--- src/common/tws_consts.svh ---
// constants of the two-wire slave register port
`ifndef TWS_CONSTS_SVH
`define TWS_CONSTS_SVH

// fixed slave address, binary 1100000
`define TWS_SLAVE_ADDR 7'h60
// number of internal registers and the highest subaddress
`define TWS_NUM_REGS 8'h08
`define TWS_TOP_SUB 3'h7
// bits in one byte on the wire
`define TWS_BYTE_BITS 4'h8
// reset value of every internal register
`define TWS_REG_RESET 8'h00

`endif

--- src/common/tws_pkg.sv ---
// types of the two-wire slave register port
package tws_pkg;

  typedef enum logic [3:0] {
    TWS_ST_IDLE      = 4'b0000,
    TWS_ST_ADDR      = 4'b0001,
    TWS_ST_ADDR_ACK  = 4'b0010,
    TWS_ST_SUB       = 4'b0011,
    TWS_ST_SUB_ACK   = 4'b0100,
    TWS_ST_WDATA     = 4'b0101,
    TWS_ST_WDATA_ACK = 4'b0110,
    TWS_ST_RDATA     = 4'b0111,
    TWS_ST_RDATA_ACK = 4'b1000
  } tws_state_e;

  typedef struct packed {
    tws_state_e state;
    logic [7:0] shift;
    logic [3:0] bitcnt;
    logic [2:0] ptr;
    logic rw;
    logic nack;
    logic oe;
    logic wr_en;
    logic [2:0] wr_addr;
    logic [7:0] wr_data;
  } tws_ctl_s;

  typedef struct packed {
    logic [1:0] meta;
    logic [1:0] sync;
    logic [1:0] prev;
  } tws_sync_s;

  typedef struct packed {
    logic [7:0][7:0] regs;
    logic [7:0] rdata;
  } tws_mem_s;

endpackage

--- src/hdl/tws_sync.sv ---
// two-flop synchroniser and line event detector for clock and data
`timescale 1ns/10ps
module tws_sync
  import tws_pkg::*;
(
  input wire logic clk_sys_i, // system clock
  input wire logic rst_i, // async reset, active high
  input wire logic scl_i, // serial clock pin
  input wire logic sda_i, // serial data pin
  output logic sda_o, // synchronised data level
  output logic scl_rise_o, // serial clock rose
  output logic scl_fall_o, // serial clock fell
  output logic start_o, // start condition seen
  output logic stop_o // stop condition seen
);

  tws_sync_s st;
  tws_sync_s next_st;

  // bit 1 is clock, bit 0 is data; meta is read only by sync
  always_comb begin
    next_st = st;
    next_st.meta = {scl_i, sda_i};
    next_st.sync = st.meta;
    next_st.prev = st.sync;
  end

  always_ff @(posedge clk_sys_i or posedge rst_i) begin
    if (rst_i) begin
      st <= '1;
    end else begin
      st <= next_st;
    end
  end

  assign sda_o = st.sync[0];
  assign scl_rise_o = st.sync[1] & ~st.prev[1];
  assign scl_fall_o = ~st.sync[1] & st.prev[1];
  assign start_o = st.sync[1] & st.prev[1] & st.prev[0] & ~st.sync[0];
  assign stop_o = st.sync[1] & st.prev[1] & ~st.prev[0] & st.sync[0];

endmodule // tws_sync

--- src/hdl/tws_regmem.sv ---
// eight internal configuration registers with registered read port
`timescale 1ns/10ps
module tws_regmem
  import tws_pkg::*;
(
  input wire logic clk_sys_i, // system clock
  input wire logic rst_i, // async reset, active high
  input wire logic we_i, // write strobe
  input wire logic [2:0] waddr_i, // write subaddress
  input wire logic [7:0] wdata_i, // write data
  input wire logic [2:0] raddr_i, // read subaddress
  output logic [7:0] rdata_o, // read data, registered
  output logic [63:0] regs_o // all register contents
);

  `include "tws_consts.svh"

  tws_mem_s st;
  tws_mem_s next_st;

  always_comb begin
    next_st = st;
    if (we_i) begin
      next_st.regs[waddr_i] = wdata_i;
    end
    next_st.rdata = st.regs[raddr_i];
  end

  always_ff @(posedge clk_sys_i or posedge rst_i) begin
    if (rst_i) begin
      st.regs <= {8{`TWS_REG_RESET}};
      st.rdata <= `TWS_REG_RESET;
    end else begin
      st <= next_st;
    end
  end

  assign rdata_o = st.rdata;

  genvar gi;
  generate
    for (gi = 0; gi < 8; gi++) begin : g_flat
      assign regs_o[gi*8 +: 8] = st.regs[gi];
    end
  endgenerate

endmodule // tws_regmem

--- src/hdl/tws_slave.sv ---
// two-wire slave port reaching eight internal configuration registers
`timescale 1ns/10ps
//
// Behaviour
// - answer only fixed address 1100000
// - address lsb one reads, zero writes
// - start is data fall, clock high
// - shift eight address bits, msb first
// - acknowledge own address on ninth pulse
// - foreign address: release bus, stay idle
// - second byte of a write is starting subaddress
// - subaddress increments after each data byte, holding at the highest
// - single registers accessible on their own
// - stray stop forces idle, stray start reopens address phase
// - invalid subaddress: no acknowledge, idle
// - reads past top repeat highest register
module tws_slave
  import tws_pkg::*;
(
  input wire logic clk_sys_i, // system clock, 40 MHz
  input wire logic rst_i, // async reset, active high
  input wire logic scl_i, // serial clock from master
  input wire logic serial_data_line_i, // data line level
  output logic serial_data_line_o, // data line drive value, always low
  output logic serial_data_line_oe_o, // high while pulling data low
  output logic [63:0] cfg_regs_o, // register contents, reg n at [8n+7:8n]
  output logic reg_wr_o, // pulse: a register was written
  output logic [2:0] reg_wr_addr_o, // subaddress of that write
  output logic [7:0] reg_wr_data_o, // data of that write
  output logic busy_o // a transfer is in progress
);

  `include "tws_consts.svh"

  logic sda;
  logic scl_rise;
  logic scl_fall;
  logic start;
  logic stop;
  logic [7:0] rdata;

  tws_ctl_s st;
  tws_ctl_s next_st;

  tws_sync u_sync (
    .clk_sys_i(clk_sys_i),
    .rst_i(rst_i),
    .scl_i(scl_i),
    .sda_i(serial_data_line_i),
    .sda_o(sda),
    .scl_rise_o(scl_rise),
    .scl_fall_o(scl_fall),
    .start_o(start),
    .stop_o(stop)
  );

  tws_regmem u_mem (
    .clk_sys_i(clk_sys_i),
    .rst_i(rst_i),
    .we_i(st.wr_en),
    .waddr_i(st.wr_addr),
    .wdata_i(st.wr_data),
    .raddr_i(st.ptr),
    .rdata_o(rdata),
    .regs_o(cfg_regs_o)
  );

  // a complete byte has been clocked in or out
  function automatic logic byte_full(input logic [3:0] cnt);
    byte_full = (cnt == `TWS_BYTE_BITS);
  endfunction

  // next subaddress, held at the highest register
  function automatic logic [2:0] sat_inc(input logic [2:0] p);
    sat_inc = (p == `TWS_TOP_SUB) ? p : 3'(p + 3'h1);
  endfunction

  always_comb begin
    next_st = st;
    next_st.wr_en = 1'b0;
    if (stop) begin
      // end of transfer, from any state
      next_st.state = TWS_ST_IDLE;
      next_st.oe = 1'b0;
      next_st.bitcnt = 4'h0;
    end else if (start) begin
      // a start always reopens the address phase; stop then start in
      // one clock high period arrive as two separate events
      next_st.state = TWS_ST_ADDR;
      next_st.oe = 1'b0;
      next_st.bitcnt = 4'h0;
      next_st.nack = 1'b0;
    end else begin
      case (st.state)
        TWS_ST_IDLE: begin
          next_st.oe = 1'b0;
        end
        TWS_ST_ADDR: begin
          if (scl_rise) begin
            next_st.shift = {st.shift[6:0], sda};
            next_st.bitcnt = 4'(st.bitcnt + 4'h1);
          end else if (scl_fall && byte_full(st.bitcnt)) begin
            next_st.bitcnt = 4'h0;
            if (st.shift[7:1] == `TWS_SLAVE_ADDR) begin
              next_st.rw = st.shift[0];
              next_st.oe = 1'b1;
              next_st.state = TWS_ST_ADDR_ACK;
            end else begin
              next_st.oe = 1'b0;
              next_st.state = TWS_ST_IDLE;
            end
          end
        end
        TWS_ST_ADDR_ACK: begin
          if (scl_fall) begin
            next_st.bitcnt = 4'h0;
            if (st.rw) begin
              // read starts at the subaddress pointer as left by the last write or read
              next_st.shift = rdata;
              next_st.oe = ~rdata[7];
              next_st.state = TWS_ST_RDATA;
            end else begin
              next_st.oe = 1'b0;
              next_st.state = TWS_ST_SUB;
            end
          end
        end
        TWS_ST_SUB: begin
          if (scl_rise) begin
            next_st.shift = {st.shift[6:0], sda};
            next_st.bitcnt = 4'(st.bitcnt + 4'h1);
          end else if (scl_fall && byte_full(st.bitcnt)) begin
            next_st.bitcnt = 4'h0;
            if (st.shift < `TWS_NUM_REGS) begin
              next_st.ptr = st.shift[2:0];
              next_st.oe = 1'b1;
              next_st.state = TWS_ST_SUB_ACK;
            end else begin
              next_st.oe = 1'b0;
              next_st.state = TWS_ST_IDLE;
            end
          end
        end
        TWS_ST_SUB_ACK: begin
          if (scl_fall) begin
            next_st.oe = 1'b0;
            next_st.bitcnt = 4'h0;
            next_st.state = TWS_ST_WDATA;
          end
        end
        TWS_ST_WDATA: begin
          if (scl_rise) begin
            next_st.shift = {st.shift[6:0], sda};
            next_st.bitcnt = 4'(st.bitcnt + 4'h1);
          end else if (scl_fall && byte_full(st.bitcnt)) begin
            next_st.bitcnt = 4'h0;
            // only the addressed register changes
            next_st.wr_en = 1'b1;
            next_st.wr_addr = st.ptr;
            next_st.wr_data = st.shift;
            next_st.ptr = sat_inc(st.ptr);
            next_st.oe = 1'b1;
            next_st.state = TWS_ST_WDATA_ACK;
          end
        end
        TWS_ST_WDATA_ACK: begin
          if (scl_fall) begin
            next_st.oe = 1'b0;
            next_st.bitcnt = 4'h0;
            next_st.state = TWS_ST_WDATA;
          end
        end
        TWS_ST_RDATA: begin
          if (scl_rise) begin
            next_st.bitcnt = 4'(st.bitcnt + 4'h1);
          end else if (scl_fall) begin
            if (byte_full(st.bitcnt)) begin
              next_st.bitcnt = 4'h0;
              next_st.oe = 1'b0;
              next_st.ptr = sat_inc(st.ptr);
              next_st.nack = 1'b0;
              next_st.state = TWS_ST_RDATA_ACK;
            end else begin
              next_st.shift = {st.shift[6:0], 1'b0};
              next_st.oe = ~st.shift[6];
            end
          end
        end
        TWS_ST_RDATA_ACK: begin
          if (scl_rise) begin
            next_st.nack = sda;
          end else if (scl_fall) begin
            next_st.bitcnt = 4'h0;
            if (st.nack) begin
              next_st.oe = 1'b0;
              next_st.state = TWS_ST_IDLE;
            end else begin
              next_st.shift = rdata;
              next_st.oe = ~rdata[7];
              next_st.state = TWS_ST_RDATA;
            end
          end
        end
        default: begin
          next_st.oe = 1'b0;
          next_st.state = TWS_ST_IDLE;
        end
      endcase
    end
  end

  always_ff @(posedge clk_sys_i or posedge rst_i) begin
    if (rst_i) begin
      st <= '0;
    end else begin
      st <= next_st;
    end
  end

  assign serial_data_line_o = 1'b0;
  assign serial_data_line_oe_o = st.oe;
  assign reg_wr_o = st.wr_en;
  assign reg_wr_addr_o = st.wr_addr;
  assign reg_wr_data_o = st.wr_data;
  assign busy_o = (st.state != TWS_ST_IDLE);

endmodule // tws_slave

--- config.mk ---
export PLATFORM = sky130hd
export DESIGN_NAME = tws_slave
export DESIGN_NICKNAME = d
export VERILOG_FILES = /design/src/common/tws_pkg.sv /design/src/hdl/tws_sync.sv /design/src/hdl/tws_regmem.sv /design/src/hdl/tws_slave.sv
export VERILOG_INCLUDE_DIRS = /design/src /design/src/common
export SDC_FILE = /design/constraint.sdc
export NUM_CORES = 1
export LEC_CHECK = 0
export ABC_CLOCK_PERIOD_IN_PS = 4100
export BUFFER_PORTS_ARGS = -buffer_cell sky130_fd_sc_hd__buf_2
export CORE_ASPECT_RATIO = 1.4
export CORE_UTILIZATION = 40
export CTS_BUF_LIST = sky130_fd_sc_hd__clkbuf_4 sky130_fd_sc_hd__clkbuf_8 sky130_fd_sc_hd__clkbuf_16
export DETAILED_ROUTE_END_ITERATION = 12
export PLACE_DENSITY = 0.6
export SLEW_MARGIN = 20
export SYNTH_ARGS = -nofsm -noshare
export SYNTH_HDL_FRONTEND = slang
export SYNTH_SLANG_ARGS = --single-unit
--- constraint.sdc ---
create_clock -name clk_sys_i -period 4.1 [get_ports clk_sys_i]
set_clock_uncertainty 0.1 [all_clocks]
set_input_delay 0.205 -clock clk_sys_i [delete_from_list [all_inputs] [get_ports clk_sys_i]]
set_output_delay 0.205 -clock clk_sys_i [all_outputs]
set_load 0.005 [all_outputs]
==> out/results.tsv <==
metric	value	unit
status	complete, no violations	
Tmin final	2710	ps
cell leakage power	3.19	nW
Initial DRC Count	97	
crit path max fanout	12	
CP max stage delay	740	ps
DRT Pass-1 Iters	4	
CTS resizes	0	
Remaining Overflow, GRT	0	
total die area	14300	sq um
sequential cell area fraction in the yosys report	50.8	%
cell count of the worst reg-to-reg path	5	
#FFs+latches synth	112	
FFs w/ async S/R, synth	100	%
Worst Path Arrival	2840	ps
pin count of the biggest net entering global routing	45	
Layout Utilization	46.9	%
Root Driver	clkbuf_16	
Buffers on Ports	81	
syn avg cell area	13.0	sq um
Crit Path Category	flip-flop to flip-flop	
PD cells	344	nW/um^2
first-pass GRT wire length	20.5	mm
total power	0.00217	W
Core ar.	13500	sq um
VDD IR-drop max	0.000242	V
Reg area	2810	sq um
Final Max Slew Viols	0	
max cap viols	0	
CP Capture Type	flip-flop	
Routed Wire Length	12.5	mm
HP Class	flip-flop to flip-flop	
worst slew pin tran	970	ps
Critical-path top delay cell	nor3_2	
worst hold path endpoint	u_sync.sda_o$_DFF_PP1_	
Ys Warns	0	
fin crit share	66.1	%
DR WL/cell	18.5	microns
I/O pins	83	
post-route ant nets	0	
RSZ-0062 raised after global routing	false	
Max Buffers Root-to-Sink	2	
Area Overhead vs Synth	14.2	%
die width	101	microns
Placer Congestion	0.850	
most common cell after layout, fill and taps aside	dfrtp_1	
post-CTS setup buffer count	0	
clk_lat worst skew	340	ps
Final Hold Viols	0	
nets@finish	500	
worst hold path startpoint	u_sync.next_st[2]$_DFF_PP1_	
flop2flop setup slack	1390	ps
chip height	141	microns
routed vias	3578	
number of enable flip-flop cells after synthesis	0	
final setup violation count	0	
Worst Path Required	4220	ps
relative slew slack	35.2	%
# rows	50	
CTS Hold Bufs	3	
H-tree depth	3	
commonest cells after routing, fill and taps aside	dfrtp_1, mux2_2, buf_2, nand2_1, mux4_2	
Post-Synthesis Net Count	436	
vias per cell	5.29	
vias in the first global route	3829	
total track usage	18.9	%
CTS tree	yes	
Fmax	0.369	GHz
worst r2r src	u_sync.st[1]$_DFF_PP1_	
WHS	257	ps
dpl hpwl	8.94	mm
Yosys cell types	60	
CTS Buf Count	9	
crit-path cells	ha_1 > and4b_1 > nand2_1 > nor3_2 > mux2_2	
antenna cells	0	
TNS Setup	0	ps
# clock sinks	112	
Cells after Synth	425	
Main synth FF type	dfrtp_1	
Residual DRC	0	
layout cell share with drive strength beyond 1	46.0	%
CTS clk-pin slew, worst paths	70	ps
crit path launch type	flip-flop	
hold depth	0	
initial antenna violation count	0	
Multi-input gate area	2480	sq um
synthesized cell area	5530	sq um
Initial Utilization	41.1	%
FF-to-FF End	reg_wr_data_o[7]$_DFFE_PP0P_	
number of fill cells in the layout	1213	
## per-stage QoR
| step | setup slack [ps] | area [sq um] | std cells |
|---|---|---|---|
| after floorplan | 846 | 5530 | 425 |
| after global placement | 1490 | 6000 | 657 |
| after detailed placement | 1420 | 6000 | 657 |
| after CTS | 1390 | 6310 | 676 |
| after global routing | 1230 | 6310 | 676 |
| final | 1390 | 6310 | 676 |
## final cells by class
class,count,area share (%)
repair buffers,88,7.37
multi-input cells,268,39.3
clock buffers,10,3.69
clock inverters,6,0.872
flip-flops and latches,112,44.5
inverters,10,0.634
well taps,182,3.61
## flip-flops by register name (all words and copies together), names as in the netlist
register               flops
reg_wr_data_o              8
u_mem.regs_o              64
u_sync.next_st             3
u_mem.rdata_o              8
st                        21
u_sync.st                  2
reg_wr_addr_o              3
serial_data_line_oe_o      1
u_sync.sda_o               1
reg_wr_o                   1
## logic make-up (layout without fill, tap and decap cells)
kind of cell,count (synthesis),count (layout),synth area share (%)
multiplexers,115,115,26.5
flip-flops,112,112,50.8
AND/OR/NAND/NOR,104,104,11.3
buffers and inverters,45,114,4.25
AO/OA/AOI/OAI,40,40,5.30
adder cells (fa/ha/maj),7,7,1.58
other,1,1,0.0678
XOR/XNOR,1,1,0.158
## layer usage
metal / part of all wire, % / routed length (microns) / vias to the layer above / track usage (%)
met1: 41 / 5100 / 1816 / 22.5
met3: 4.5 / 563 / 14 / 4.31
met2: 53 / 6620 / 94 / 33.3
met4: 1.8 / 223 / 0 / 6.03
li1: - / - / 1654 / -
met5: 0 / 0 / - / 0
## where the power goes
| part | switching [W] | total, W | internal (W) |
|---|---|---|---|
| Sequential | 0.0000357 | 0.00116 | 0.00113 |
| Combinational | 0.0000989 | 0.000159 | 0.0000600 |
| Clock | 0.000417 | 0.000852 | 0.000435 |
| Total | 0.000552 | 0.00217 | 0.00162 |
## cell usage after synthesis (2+ instances only)
cell,count,area [sq um]
nand2b_1,6,37.5
buf_4,12,90.1
a22oi_1,2,15.0
ha_1,7,87.6
inv_1,10,37.5
o22ai_1,4,25.0
nor2_1,15,56.3
nand4b_1,5,43.8
mux2i_1,8,80.1
a31oi_1,5,31.3
nor3b_1,3,22.5
or3b_1,2,17.5
o21ai_1,2,10.0
buf_2,10,50.1
nand3b_1,3,22.5
nor3_1,9,45.0
nand2_1,34,128
dfstp_2,6,158
nor4b_4,2,47.6
o21bai_1,2,15.0
mux2_2,90,1010
nor3_2,3,30.0
a21oi_1,3,15.0
dfrtp_1,106,2650
nor2b_1,5,31.3
and2_0,2,12.5
nor3b_2,2,25.0
clkbuf_1,10,37.5
nand3_1,3,15.0
mux4_2,16,360
o21ai_0,9,45.0
## how the worst max path moves through the flow
stage | end | cells past startpoint | from
after floorplan | reg_wr_addr_o[0]$_DFFE_PP0P_ | 1 | rst_i
after global placement | reg_wr_addr_o[1]$_DFFE_PP0P_ | 5 | u_sync.st[1]$_DFF_PP1_
after detailed placement | reg_wr_addr_o[1]$_DFFE_PP0P_ | 5 | u_sync.st[1]$_DFF_PP1_
after CTS | reg_wr_addr_o[1]$_DFFE_PP0P_ | 5 | u_sync.st[1]$_DFF_PP1_
after global routing | reg_wr_data_o[2]$_DFFE_PP0P_ | 5 | u_sync.st[1]$_DFF_PP1_
final | reg_wr_data_o[7]$_DFFE_PP0P_ | 5 | u_sync.st[1]$_DFF_PP1_
## worst max-delay path, delay by kind of cell (launching register included)
family / cells / cell delay, ps
adder cells (fa/ha/maj): 1 / 250
flip-flops: 1 / 550
multiplexers: 1 / 420
AND/OR/NAND/NOR: 3 / 1270
(Power assumes the default switching activity.)
